## src/verilog/mpw_consts.svh

```systemverilog
// register offsets, field positions and encodings of the pwm unit
// assumes: included by its bare name from the pwm unit sources
`ifndef MPW_CONSTS_SVH
`define MPW_CONSTS_SVH
`define MPW_GCTL 8'h00
`define MPW_GSYNC 8'h04
`define MPW_GUPD 8'h08
`define MPW_OUTEN 8'h0C
`define MPW_INV 8'h10
`define MPW_FLTEN 8'h14
`define MPW_FLTVAL 8'h18
`define MPW_FLTPOL 8'h1C
`define MPW_FLTSEL 8'h20
`define MPW_FLTFILT 8'h24
`define MPW_ISTAT 8'h28
`define MPW_IMASK 8'h2C
`define MPW_FSTAT 8'h30
`define MPW_PAGE_GLOB 4'h0
`define MPW_PAGE_GEN 4'h1
`define MPW_G_CTL 6'h00
`define MPW_G_LOAD 6'h04
`define MPW_G_CMPA 6'h08
`define MPW_G_CMPB 6'h0C
`define MPW_G_GENA 6'h10
`define MPW_G_GENB 6'h14
`define MPW_G_DB 6'h18
`define MPW_G_EVSEL 6'h1C
`define MPW_G_COUNT 6'h20
`define MPW_C_EN 0
`define MPW_C_UD 1
`define MPW_C_LSYNC 2
`define MPW_C_CSYNC 3
`define MPW_C_DBEN 4
`define MPW_GCTL_EXT 4
`define MPW_IST_FLT 4
`define MPW_ACT_NONE 2'h0
`define MPW_ACT_INV 2'h1
`define MPW_ACT_LOW 2'h2
`define MPW_ACT_HIGH 2'h3
`define MPW_RST_LOAD 16'h0000
`define MPW_RST_FILT 8'h00
`endif

```

## src/verilog/mpw_pkg.sv

```systemverilog
// types shared by the pwm unit modules
// assumes: compiled before every module of the unit
package mpw_pkg;
    typedef logic [15:0] mpw_cnt_t;
    typedef enum logic {MPW_UP, MPW_DOWN} mpw_dir_t;
endpackage

```

## src/verilog/mpw_gen.sv

```systemverilog
// one pwm generator: counter, comparators, action logic, dead band
// assumes: shadow values and update permissions come from mpw_top
`timescale 1ns/10ps
`default_nettype none
`include "mpw_consts.svh"
module mpw_gen
(
    input wire logic pclk,
    input wire logic presetn,
    input wire logic [4:0] ctl,
    input wire logic upd_ok,
    input wire logic upd_force,
    input wire logic restart,
    input wire mpw_pkg::mpw_cnt_t load_sh,
    input wire mpw_pkg::mpw_cnt_t cmpa_sh,
    input wire mpw_pkg::mpw_cnt_t cmpb_sh,
    input wire logic [11:0] act_a,
    input wire logic [11:0] act_b,
    input wire logic [15:0] db,
    input wire logic [13:0] evsel,
    output logic out_a,
    output logic out_b,
    output logic ev_int,
    output logic ev_adc,
    output logic zero_now,
    output logic applied,
    output mpw_pkg::mpw_cnt_t count
);
    import mpw_pkg::*;
    mpw_cnt_t cnt_r, cnt_nxt, load_r, cmpa_r, cmpb_r;
    mpw_dir_t dir_r, dir_nxt;
    logic pwm_a_r, pwm_b_r, pwm_a_nxt, pwm_b_nxt;
    logic [7:0] dbc_r;
    logic [5:0] ev;
    wire en = ctl[`MPW_C_EN];
    wire ud = ctl[`MPW_C_UD];
    wire at_zero = (cnt_r == 16'h0000);
    wire at_load = (cnt_r == load_r);
    wire up = ud && (dir_r == MPW_UP);
    wire hit_a = (cnt_r == cmpa_r);
    wire hit_b = (cnt_r == cmpb_r);
    // update at own zero keeps periods whole; extended force lands at generator 0 zero
    wire apply = (upd_ok && at_zero && en) || upd_force; // RULE_17
    assign zero_now = at_zero && en;
    assign count = cnt_r;
    assign ev = {hit_b && !up, hit_b && up, hit_a && !up, hit_a && up,
                 at_load, at_zero} & {6{en}}; // RULE_04 RULE_05

    function automatic logic act_fn(input logic [5:0] e,
                                    input logic [11:0] act,
                                    input logic cur);
        logic v;
        v = cur;
        for (int k = 0; k < 6; k++)
        begin
            if (e[k])
            begin
                unique case (act[2*k +: 2])
                    `MPW_ACT_NONE: v = v;
                    `MPW_ACT_INV: v = ~v;
                    `MPW_ACT_LOW: v = 1'b0;
                    `MPW_ACT_HIGH: v = 1'b1;
                endcase
            end
        end
        return v;
    endfunction

    assign pwm_a_nxt = act_fn(ev, act_a, pwm_a_r); // RULE_06
    assign pwm_b_nxt = act_fn(ev, act_b, pwm_b_r); // RULE_06

    always_comb
    begin
        cnt_nxt = cnt_r - 16'h0001;
        dir_nxt = dir_r;
        if (load_r == 16'h0000)
            cnt_nxt = 16'h0000;
        else if (!ud)
        begin
            if (at_zero)
                cnt_nxt = load_r; // RULE_16
        end
        else if (dir_r == MPW_UP)
        begin
            if (cnt_r >= load_r)
                dir_nxt = MPW_DOWN; // RULE_16
            else
                cnt_nxt = cnt_r + 16'h0001;
        end
        else if (at_zero)
        begin
            dir_nxt = MPW_UP;
            cnt_nxt = 16'h0001;
        end
    end

    always_ff @(posedge pclk or negedge presetn)
    begin
        if (!presetn)
        begin
            cnt_r <= 16'h0000;
            dir_r <= MPW_UP;
        end
        else if (restart)
        begin
            cnt_r <= 16'h0000; // RULE_13
            dir_r <= MPW_UP;
        end
        else if (en)
        begin
            cnt_r <= cnt_nxt; // RULE_02
            dir_r <= dir_nxt;
        end
    end

    always_ff @(posedge pclk or negedge presetn)
    begin
        if (!presetn)
        begin
            load_r <= `MPW_RST_LOAD;
            cmpa_r <= 16'h0000;
            cmpb_r <= 16'h0000;
            applied <= 1'b0;
        end
        else
        begin
            if (!ctl[`MPW_C_LSYNC] || apply)
                load_r <= load_sh; // RULE_03
            if (!ctl[`MPW_C_CSYNC] || apply)
            begin
                cmpa_r <= cmpa_sh; // RULE_05
                cmpb_r <= cmpb_sh;
            end
            applied <= apply;
        end
    end

    // dead band counts cycles since the last edge of the a waveform
    always_ff @(posedge pclk or negedge presetn)
    begin
        if (!presetn)
        begin
            pwm_a_r <= 1'b0;
            pwm_b_r <= 1'b0;
            dbc_r <= 8'h00;
            out_a <= 1'b0;
            out_b <= 1'b0;
            ev_int <= 1'b0;
            ev_adc <= 1'b0;
        end
        else
        begin
            pwm_a_r <= pwm_a_nxt;
            pwm_b_r <= pwm_b_nxt;
            if (pwm_a_nxt != pwm_a_r)
                dbc_r <= 8'h00;
            else if (dbc_r != 8'hFF)
                dbc_r <= dbc_r + 8'h01;
            if (ctl[`MPW_C_DBEN])
            begin
                out_a <= pwm_a_r && (dbc_r >= db[7:0]); // RULE_07
                out_b <= !pwm_a_r && (dbc_r >= db[15:8]); // RULE_07
            end
            else
            begin
                out_a <= pwm_a_r; // RULE_08
                out_b <= pwm_b_r; // RULE_08
            end
            ev_int <= |(ev & evsel[5:0]); // RULE_09
            ev_adc <= |(ev & evsel[13:8]); // RULE_09
        end
    end

    AST_ZERO_EVENT: // RULE_04
    assert property (@(posedge pclk) disable iff (!presetn)
        (at_zero && en && evsel[0]) |=> ev_int)
    else $error("zero event did not raise interrupt pulse");

    AST_DOWN_RELOAD: // RULE_16
    assert property (@(posedge pclk) disable iff (!presetn)
        (en && !ud && at_zero && !restart && !apply && load_r != 16'h0000)
        |=> (cnt_r == $past(load_r)))
    else $error("down counter did not reload");

    AST_UPDOWN_STEP: // RULE_16
    assert property (@(posedge pclk) disable iff (!presetn)
        (en && up && !restart && (cnt_r < load_r))
        |=> (cnt_r == $past(cnt_r) + 16'h0001))
    else $error("up/down counter did not step up");

    AST_RESTART: // RULE_13
    assert property (@(posedge pclk) disable iff (!presetn)
        restart |=> (cnt_r == 16'h0000))
    else $error("restart did not clear counter");

    AST_BYPASS: // RULE_08
    assert property (@(posedge pclk) disable iff (!presetn)
        !ctl[`MPW_C_DBEN] |=> (out_a == $past(pwm_a_r))
                              && (out_b == $past(pwm_b_r)))
    else $error("bypassed dead band altered waveform");

    AST_SYNC_LOAD: // RULE_17
    assert property (@(posedge pclk) disable iff (!presetn)
        (ctl[`MPW_C_LSYNC] && !apply) |=> $stable(load_r))
    else $error("synchronised load changed outside zero");
endmodule // mpw_gen
`default_nettype wire

```

## src/verilog/mpw_top.sv

```systemverilog
// pwm unit top: apb registers, four generators, fault and output control
// assumes: fault pins are asynchronous; apb master on pclk
//
// Summary of operation
// RULE_01: four generators, two outputs each, eight total
// RULE_02: 16-bit counter, down or up/down
// RULE_03: load value sets period, optional deferred update
// RULE_04: event pulses at zero and load
// RULE_05: two comparators with optionally synchronised values
// RULE_06: actions on events build each waveform
// RULE_07: independent pair or complementary with dead band
// RULE_08: dead band bypass passes waveforms unchanged
// RULE_09: selected events raise interrupt or adc trigger
// RULE_10: per output enable and polarity inversion
// RULE_11: four fault inputs, per output fast shutdown
// RULE_12: combined faults, programmable polarity, input filter
// RULE_13: selected counters restart together
// RULE_14: grouped pending updates, plus extended mode
// RULE_15: interrupt summary shows requesting generator
// RULE_16: down reloads at zero; up/down bounces
// RULE_17: synchronised updates apply only at zero; extended mode applies them at generator 0 zero, even to a paused generator
// RULE_18: fault forces safe level over inversion
`timescale 1ns/10ps
`default_nettype none
`include "mpw_consts.svh"
module mpw_top
(
    input wire logic pclk,
    input wire logic presetn,
    input wire logic psel,
    input wire logic penable,
    input wire logic pwrite,
    input wire logic [11:0] paddr,
    input wire logic [31:0] pwdata,
    output logic [31:0] prdata,
    output logic pready,
    output logic pslverr,
    input wire logic [3:0] fault_in,
    output logic [7:0] pwm_out,
    output logic [3:0] adc_trig,
    output logic irq
);
    import mpw_pkg::*;
    logic [4:0] gctl_r, istat_r, imask_r, istat_nxt;
    logic [7:0] outen_r, inv_r, flten_r, fltval_r, filt_r;
    logic [3:0] fltpol_r, fltsel_r, restart_r, arm_r, arm_nxt;
    logic [3:0] s1_r, s2_r, s3_r, stab_r, fout_r;
    logic [7:0] fcnt_r [4];
    logic [4:0] ctl_r [4];
    mpw_cnt_t load_r [4];
    mpw_cnt_t cmpa_r [4];
    mpw_cnt_t cmpb_r [4];
    mpw_cnt_t cnt_w [4];
    logic [11:0] gena_r [4];
    logic [11:0] genb_r [4];
    logic [15:0] db_r [4];
    logic [13:0] evsel_r [4];
    logic [31:0] gen_rd [4];
    logic [7:0] gen_out;
    logic [3:0] gen_int, gen_adc, zero_w, applied_w, upd_ok_w, force_w;
    logic fault_prev_r;

    // access phase always completes in its first cycle
    wire setup = psel && !penable;
    wire wr = psel && penable && pready && pwrite;
    wire glob = (paddr[11:8] == `MPW_PAGE_GLOB);
    wire gpage = (paddr[11:8] == `MPW_PAGE_GEN);
    wire [7:0] go = paddr[7:0];
    wire [5:0] ro = paddr[5:0];
    wire [1:0] gi = paddr[7:6];
    wire ro_ok = (ro <= `MPW_G_COUNT) && (ro[1:0] == 2'h0);
    wire glob_ok = glob && (go <= `MPW_FSTAT) && (go[1:0] == 2'h0);
    wire hit = glob_ok || (gpage && ro_ok);
    wire gw = wr && glob;
    wire w_gsync = gw && (go == `MPW_GSYNC);
    wire w_gupd = gw && (go == `MPW_GUPD);
    wire w_istat = gw && (go == `MPW_ISTAT);
    wire ext = gctl_r[`MPW_GCTL_EXT];
    wire fault_act = |(fout_r & fltsel_r); // RULE_12
    wire fault_rise = fault_act && !fault_prev_r;
    wire [31:0] glob_rd =
        (go == `MPW_GCTL) ? {27'h000_0000, gctl_r} :
        (go == `MPW_GUPD) ? {28'h000_0000, arm_r} :
        (go == `MPW_OUTEN) ? {24'h00_0000, outen_r} :
        (go == `MPW_INV) ? {24'h00_0000, inv_r} :
        (go == `MPW_FLTEN) ? {24'h00_0000, flten_r} :
        (go == `MPW_FLTVAL) ? {24'h00_0000, fltval_r} :
        (go == `MPW_FLTPOL) ? {28'h000_0000, fltpol_r} :
        (go == `MPW_FLTSEL) ? {28'h000_0000, fltsel_r} :
        (go == `MPW_FLTFILT) ? {24'h00_0000, filt_r} :
        (go == `MPW_ISTAT) ? {27'h000_0000, istat_r} : // RULE_15
        (go == `MPW_IMASK) ? {27'h000_0000, imask_r} :
        (go == `MPW_FSTAT) ? {27'h000_0000, fault_act, fout_r} :
        32'h0000_0000;
    wire [31:0] rd = !hit ? 32'h0000_0000 : glob ? glob_rd : gen_rd[gi];

    always_ff @(posedge pclk or negedge presetn)
    begin
        if (!presetn)
        begin
            pready <= 1'b0;
            pslverr <= 1'b0;
            prdata <= 32'h0000_0000;
        end
        else
        begin
            pready <= setup;
            pslverr <= setup && !hit;
            prdata <= (setup && !pwrite) ? rd : 32'h0000_0000;
        end
    end

    always_ff @(posedge pclk or negedge presetn)
    begin
        if (!presetn)
        begin
            gctl_r <= 5'h00;
            outen_r <= 8'h00;
            inv_r <= 8'h00;
            flten_r <= 8'h00;
            fltval_r <= 8'h00;
            fltpol_r <= 4'h0;
            fltsel_r <= 4'h0;
            filt_r <= `MPW_RST_FILT;
            imask_r <= 5'h00;
        end
        else if (gw)
        begin
            if (go == `MPW_GCTL)
                gctl_r <= pwdata[4:0];
            if (go == `MPW_OUTEN)
                outen_r <= pwdata[7:0];
            if (go == `MPW_INV)
                inv_r <= pwdata[7:0];
            if (go == `MPW_FLTEN)
                flten_r <= pwdata[7:0];
            if (go == `MPW_FLTVAL)
                fltval_r <= pwdata[7:0];
            if (go == `MPW_FLTPOL)
                fltpol_r <= pwdata[3:0];
            if (go == `MPW_FLTSEL)
                fltsel_r <= pwdata[3:0];
            if (go == `MPW_FLTFILT)
                filt_r <= pwdata[7:0];
            if (go == `MPW_IMASK)
                imask_r <= pwdata[4:0];
        end
    end

    // hardware set beats software clear on istat; software arm beats hardware clear on arm
    assign istat_nxt = (istat_r & ~(w_istat ? pwdata[4:0] : 5'h00))
                       | {fault_rise, gen_int};
    assign arm_nxt = (arm_r & ~applied_w) | (w_gupd ? pwdata[3:0] : 4'h0);

    always_ff @(posedge pclk or negedge presetn)
    begin
        if (!presetn)
        begin
            istat_r <= 5'h00;
            irq <= 1'b0;
            arm_r <= 4'h0;
            restart_r <= 4'h0;
            fault_prev_r <= 1'b0;
            adc_trig <= 4'h0;
        end
        else
        begin
            istat_r <= istat_nxt; // RULE_15
            irq <= |(istat_r & imask_r);
            arm_r <= arm_nxt; // RULE_14
            restart_r <= w_gsync ? pwdata[3:0] : 4'h0; // RULE_13
            fault_prev_r <= fault_act;
            adc_trig <= gen_adc; // RULE_09
        end
    end

    // fault pins: three stages, level accepted once stages two and three agree
    always_ff @(posedge pclk or negedge presetn)
    begin
        if (!presetn)
        begin
            s1_r <= 4'h0;
            s2_r <= 4'h0;
            s3_r <= 4'h0;
            stab_r <= 4'h0;
        end
        else
        begin
            s1_r <= fault_in;
            s2_r <= s1_r;
            s3_r <= s2_r;
            stab_r <= (stab_r & ~(s2_r ~^ s3_r)) | (s3_r & (s2_r ~^ s3_r));
        end
    end

    for (genvar f = 0; f < 4; f++)
    begin : g_flt
        // filter adds filt_r cycles of latency; zero gives fastest trip
        wire lvl = stab_r[f] ^ fltpol_r[f]; // RULE_12
        always_ff @(posedge pclk or negedge presetn)
        begin
            if (!presetn)
            begin
                fcnt_r[f] <= 8'h00;
                fout_r[f] <= 1'b0;
            end
            else if (lvl == fout_r[f])
                fcnt_r[f] <= 8'h00;
            else if (fcnt_r[f] >= filt_r)
            begin
                fout_r[f] <= lvl; // RULE_12
                fcnt_r[f] <= 8'h00;
            end
            else
                fcnt_r[f] <= fcnt_r[f] + 8'h01;
        end

        AST_FILTER: // RULE_12
        assert property (@(posedge pclk) disable iff (!presetn)
            !$stable(fout_r[f]) |-> ($past(fcnt_r[f]) >= $past(filt_r)))
        else $error("fault level passed filter too early");
    end

    for (genvar g = 0; g < 4; g++)
    begin : g_gen
        wire gsel = wr && gpage && (gi == g);
        assign gen_rd[g] =
            (ro == `MPW_G_CTL) ? {27'h000_0000, ctl_r[g]} :
            (ro == `MPW_G_LOAD) ? {16'h0000, load_r[g]} :
            (ro == `MPW_G_CMPA) ? {16'h0000, cmpa_r[g]} :
            (ro == `MPW_G_CMPB) ? {16'h0000, cmpb_r[g]} :
            (ro == `MPW_G_GENA) ? {20'h0_0000, gena_r[g]} :
            (ro == `MPW_G_GENB) ? {20'h0_0000, genb_r[g]} :
            (ro == `MPW_G_DB) ? {16'h0000, db_r[g]} :
            (ro == `MPW_G_EVSEL) ? {18'h0_0000, evsel_r[g]} :
            (ro == `MPW_G_COUNT) ? {16'h0000, cnt_w[g]} :
            32'h0000_0000;
        // grouped mode waits for the arm; extended aligns to generator 0
        assign upd_ok_w[g] = !gctl_r[g] || (arm_r[g] && !ext); // RULE_14
        assign force_w[g] = gctl_r[g] && ext && arm_r[g] && zero_w[0];

        always_ff @(posedge pclk or negedge presetn)
        begin
            if (!presetn)
            begin
                ctl_r[g] <= 5'h00;
                load_r[g] <= `MPW_RST_LOAD;
                cmpa_r[g] <= 16'h0000;
                cmpb_r[g] <= 16'h0000;
                gena_r[g] <= 12'h000;
                genb_r[g] <= 12'h000;
                db_r[g] <= 16'h0000;
                evsel_r[g] <= 14'h0000;
            end
            else if (gsel)
            begin
                if (ro == `MPW_G_CTL)
                    ctl_r[g] <= pwdata[4:0];
                if (ro == `MPW_G_LOAD)
                    load_r[g] <= pwdata[15:0];
                if (ro == `MPW_G_CMPA)
                    cmpa_r[g] <= pwdata[15:0];
                if (ro == `MPW_G_CMPB)
                    cmpb_r[g] <= pwdata[15:0];
                if (ro == `MPW_G_GENA)
                    gena_r[g] <= pwdata[11:0];
                if (ro == `MPW_G_GENB)
                    genb_r[g] <= pwdata[11:0];
                if (ro == `MPW_G_DB)
                    db_r[g] <= pwdata[15:0];
                if (ro == `MPW_G_EVSEL)
                    evsel_r[g] <= pwdata[13:0];
            end
        end

        mpw_gen u_gen // RULE_01
        (
            .pclk(pclk),
            .presetn(presetn),
            .ctl(ctl_r[g]),
            .upd_ok(upd_ok_w[g]),
            .upd_force(force_w[g]),
            .restart(restart_r[g]),
            .load_sh(load_r[g]),
            .cmpa_sh(cmpa_r[g]),
            .cmpb_sh(cmpb_r[g]),
            .act_a(gena_r[g]),
            .act_b(genb_r[g]),
            .db(db_r[g]),
            .evsel(evsel_r[g]),
            .out_a(gen_out[2*g]),
            .out_b(gen_out[2*g+1]),
            .ev_int(gen_int[g]),
            .ev_adc(gen_adc[g]),
            .zero_now(zero_w[g]),
            .applied(applied_w[g]),
            .count(cnt_w[g])
        );

        AST_INT_SET: // RULE_09
        assert property (@(posedge pclk) disable iff (!presetn)
            gen_int[g] |=> istat_r[g])
        else $error("generator event did not set status");
    end

    for (genvar i = 0; i < 8; i++)
    begin : g_out
        wire blk = fault_act && flten_r[i]; // RULE_11
        wire lvl = blk ? fltval_r[i] : (gen_out[i] ^ inv_r[i]); // RULE_18
        always_ff @(posedge pclk or negedge presetn)
        begin
            if (!presetn)
                pwm_out[i] <= 1'b0;
            else
                pwm_out[i] <= outen_r[i] && lvl; // RULE_10
        end

        AST_FAULT_SAFE: // RULE_18
        assert property (@(posedge pclk) disable iff (!presetn)
            (fault_act && flten_r[i] && outen_r[i])
            |=> (pwm_out[i] == $past(fltval_r[i])))
        else $error("faulted output not at safe level");

        AST_DISABLED: // RULE_10
        assert property (@(posedge pclk) disable iff (!presetn)
            !outen_r[i] |=> !pwm_out[i])
        else $error("disabled output driven high");

        AST_POLARITY: // RULE_10
        assert property (@(posedge pclk) disable iff (!presetn)
            (outen_r[i] && !blk)
            |=> (pwm_out[i] == ($past(gen_out[i]) ^ $past(inv_r[i]))))
        else $error("output polarity wrong");
    end

    AST_IRQ: // RULE_15
    assert property (@(posedge pclk) disable iff (!presetn)
        (|(istat_r & imask_r)) |=> irq)
    else $error("unmasked status did not raise interrupt");

    AST_ARM_HOLD: // RULE_14
    assert property (@(posedge pclk) disable iff (!presetn)
        (arm_r[0] && !applied_w[0]) |=> arm_r[0])
    else $error("armed update dropped before apply");
endmodule // mpw_top
`default_nettype wire

```

## config.mk

```make
export PLATFORM = sky130hd
export DESIGN_NAME = mpw_top
export DESIGN_NICKNAME = d
export VERILOG_FILES = /design/src/verilog/mpw_pkg.sv /design/src/verilog/mpw_gen.sv /design/src/verilog/mpw_top.sv
export VERILOG_INCLUDE_DIRS = /design/src /design/src/verilog
export SDC_FILE = /design/constraint.sdc
export NUM_CORES = 2
export LEC_CHECK = 0
export ABC_AREA = 1
export BUFFER_PORTS_ARGS = -buffer_cell sky130_fd_sc_hd__buf_2
export CORE_ASPECT_RATIO = 0.5
export CORE_UTILIZATION = 57
export DETAILED_ROUTE_END_ITERATION = 6
export HOLD_SLACK_MARGIN = 0.12
export PLACE_DENSITY = 0.75
export SLEW_MARGIN = 20
export SYNTH_ARGS = -nofsm -noshare
export SYNTH_HDL_FRONTEND = slang
export SYNTH_SLANG_ARGS = --single-unit
```

## constraint.sdc

```tcl
create_clock -name pclk -period 2.7 [get_ports pclk]
set_input_delay 0.135 -clock pclk [delete_from_list [all_inputs] [get_ports pclk]]
set_output_delay 0.135 -clock pclk [all_outputs]
set_load 0.02 [all_outputs]
```

==> metrics.md <==
| Metric | Value |
|---|---|
| Horiz. Die Dim | `417 µm` |
| Register area share after synthesis | `46.1%` |
| Reg2reg start | `g_gen[1].u_gen.count[1]$_DFFE_PN0P_` |
| Length of the first detailed-routing pass in iterations | `7` |
| Cell chain of the critical path | `ha_4 -> nand2_2 -> nor2_4 -> nand2_1 -> nor2_1 -> buf_4 -> buf_4 -> nand3_1 -> inv_1 -> nand2_1 -> nand2_1 -> nand2_1 -> nand2_1 -> nand2_2 -> nand2_1 -> nand2_1 -> nand2_1 -> nand3_1 -> nand2_2 -> nand2_2 -> nand2_4 -> nand3_4 -> a21oi_1` |
| Iter 0 DRT Violations | `7327` |
| Initial antenna violation count | `17` |
| Area of the multi-input gates | `24400 µm²` |
| Vias in the first global route | `44800` |
| Warnings from Yosys | `0` |
| CP max stage cell | `dfrtp_1` |
| GR Overflow Total | `0` |
| Share of power burned in the clock network | `43.1%` |
| Critical path peak fanout | `8` |
| Buffers on Ports | `67` |
| Hold path depth | `7` |
| Slew Limit Fails | `0` |
| Worst hold path class | `input port to flip-flop` |
| EDFF count, synth | `0` |
| Mapped Avg Cell Area | `8.23 µm²` |
| Die ar. | `87200 µm²` |
| Most common cell on crit path | `nand2_1` |
| Core area | `84500 µm²` |
| Post-Layout Cell Count | `7665` |
| All-Layer GR Usage | `43.9%` |
| Post-synth top flop | `dfrtp_1` |
| F_max | `355 MHz` |
| I/O Pins | `100` |
| Layout cells sized above 1 | `20.0%` |
| Violated checks | `setup timing` |
| CP max stage delay | `0.44 ns` |
| Total CTS buffers | `83` |
| Std-Cell Rows | `75` |
| Post-DP HPWL | `141000 µm` |
| Worst-Margin Slew | `1.12 ns` |
| Largest area contributor in the netlist | `dfrtp_1` |
| CTS max path bufs | `3` |
| CP Data Required Time | `3.32 ns` |
| Clock sinks | `903` |
| Fin worst setup slack | `-0.118 ns` |
| H-Tree Depth | `3` |
| Max Cap Viol | `0` |
| Layout Nets | `6707` |
| Sw frac | `27.0%` |
| Commonest cells in the netlist | `nand2_1 (1234), dfrtp_1 (903), o21ai_0 (798)` |
| Starting Density | `58.0%` |
| Comb pwr share | `8.9%` |
| Sequential power share | `48.0%` |
| Final hold vios | `0` |
| Yosys reg bits | `903` |
| Synth cell types | `66` |
| DRC | `0` |
| Layout area overhead | `21.9%` |
| Routed vias/inst | `6.23` |
| Arrival time worst endpoint | `3.44 ns` |
| Largest net degree at the start of global routing | `122` |
| DR vias | `47800` |
| Worst Skew | `0.0309 ns` |
| Area contributors post-synth | `dfrtp_1 (46%), nand2_1 (9.5%), o21ai_0 (8.2%), inv_1 (4.6%), ha_1 (4.5%)` |
| Clock Latency Late Sink | `0.71 ns` |
| Worst-path clk slew | `0.07 ns` |
| Reg2reg path depth | `23` |
| Inst Count DP | `7405` |
| Status | `finished, violations left` |
| Antenna viol nets, final | `0` |
| # setup viols final | `17` |
| Hold_sp | `paddr[2]` |
| CP Capture Type | `flip-flop` |
| Final Cycle Share | `104%` |
| P per Cell Area | `496 nW/µm²` |
| Post-Synthesis Cells | `5954` |
| Root Buffer | `clkbuf_16` |
| Final TNS setup | `-1.09 ns` |
| Internal power | `21.6 mW` |
| First-pass GRT wire length | `285000 µm` |
| Worst Setup SP | `g_gen[1].u_gen.count[1]$_DFFE_PN0P_` |
| Count leader, synth | `nand2_1` |
| CTS tree | `yes` |
| CP Launch Type | `flip-flop` |
| Async SR Flop Fraction | `100%` |
| Reg area | `22600 µm²` |
| Fillers | `6556` |
| Net switching power | `7.99 mW` |
| Critical path class | `flip-flop to flip-flop` |
| Mapped Area | `49000 µm²` |
| DR WL/cell | `25.3 µm` |
| Routability cong. | `1.06` |
| Synth top area share | `46.1%` |
| Routed WL | `194000 µm` |
| RSZ-0062 raised after global routing | `yes` |
| Leakage power | `28.0 nW` |
| Die Y | `209 µm` |
| Tmin final | `2.82 ns` |
| Worst ir drop on vdd | `0.592 mV` |
| Worst relative slew slack | `24.8%` |
## metrics by stage
stage	util (%)	area, µm²	hold WS, ns	setup slack, ns	power [mW]
2_1_floorplan	-	49000	-0.161	0.153	15.6
3_3_place_gp	64.2	54200	0.115	-0.722	16.7
3_5_place_dp	64.2	54200	0.117	-0.699	16.8
4_1_cts	68.5	57900	0.174	-0.00491	29.4
5_1_grt	70.7	59700	0.226	-0.278	30.4
6_report	70.7	59700	0.209	-0.118	29.6
## layout by cell type, fill, tap and decap left out, types with 66 or more instances in the layout
master / Yosys / final
buf_4: 22 / 561
nand2_2: 19 / 77
ha_1: 176 / 137
inv_1: 595 / 567
xnor2_1: 97 / 94
buf_2: 72 / 66
o21ai_0: 798 / 783
xor2_1: 143 / 140
clkbuf_16: 0 / 84
nand4_1: 86 / 86
a21oi_1: 353 / 329
nand3_1: 176 / 147
o22ai_1: 92 / 92
nor2_1: 435 / 380
dfrtp_1: 903 / 902
nand2_1: 1234 / 1156
## repair_timing
action	CTS	global route
hold buffers	34	2
buffers inserted	14	54
endpoints found under the setup margin	87	126
gates cloned	1	1
hold endpoints to repair	806	6
pin swaps	37	171
gates resized for setup	72	315
## sequential cells by signal, summed over array words and instances, names as in the netlist, 64 cells and up, named ones only
| signal | cells |
|---|---|
| load_r | 64 |
| g_gen.u_gen.count | 64 |
| g_gen.u_gen.cmpa_r | 64 |
| g_gen.u_gen.load_r | 64 |
| g_gen.u_gen.cmpb_r | 64 |
| cmpa_r | 64 |
| db_r | 64 |
| cmpb_r | 64 |
## worst paths after layout
path / to / slack [ns]
setup reg to reg: g_gen[1].u_gen.dbc_r[2]$_DFFE_PN0P_ / -0.12
setup / recovery: g_gen[1].u_gen.dbc_r[2]$_DFFE_PN0P_ / -0.12
min in group asynchronous: g_gen[2].u_gen.load_r[1]$_DFFE_PN0P_ / 0.22
max in group asynchronous: g_gen[1].u_gen.ev_int$_DFF_PN0_ / 1.78
hold reg to reg: adc_trig[1]$_DFF_PN0_ / 0.35
hold / removal: prdata[4]$_DFF_PN0_ / 0.21
## critical path, delay by kind of cell (launching register included)
family | cells | cell delay, ns
AO/OA/AOI/OAI | 1 | 0.20
adder cells (fa/ha/maj) | 1 | 0.30
buffers and inverters | 3 | 0.34
flip-flops | 1 | 0.44
AND/OR/NAND/NOR | 18 | 1.47
## layout make-up
cell class | instances | share of cell area (%)
tap | 1116 | 2.34
inverter | 623 | 3.94
timing repair buffer | 729 | 10.2
antenna | 5 | 0.0210
clock inverter | 43 | 0.897
sequential | 903 | 37.9
clock buffer | 108 | 3.89
multi-input combinational | 4138 | 40.9
## cell families after synthesis
group	after synthesis	share of synthesized area [%]
buffers and inverters	928	7.61
other	1	0.00766
DFF	903	46.1
xor gates and xnor gates	240	4.29
adders and majority gates	180	4.58
AOI/OAI and AO/OA	1511	17.3
muxes	70	1.60
and+or+nand+nor	2121	18.5
## power groups by stage
stage                     registers (mW)  logic (mW)  clock network (mW)
after CTS                           14.2        2.48                12.7
final                               14.2        2.64                12.8
after global routing                14.2        2.88                13.3
after global placement              14.4        2.31                   0
after detailed placement            14.4        2.40                   0
after floorplan                     14.3        1.32                   0
## metal layers
metal / GRT usage (%) / share of wire [%] / vias up
met2: 63.7 / 42 / 3210
li1: - / - / 20900
met1: 62.0 / 40 / 23100
met3: 13.7 / 14 / 557
met5: 0.820 / 0.093 / -
met4: 15.4 / 4.0 / 14
Note: power is estimated with default switching activity, not from simulation.
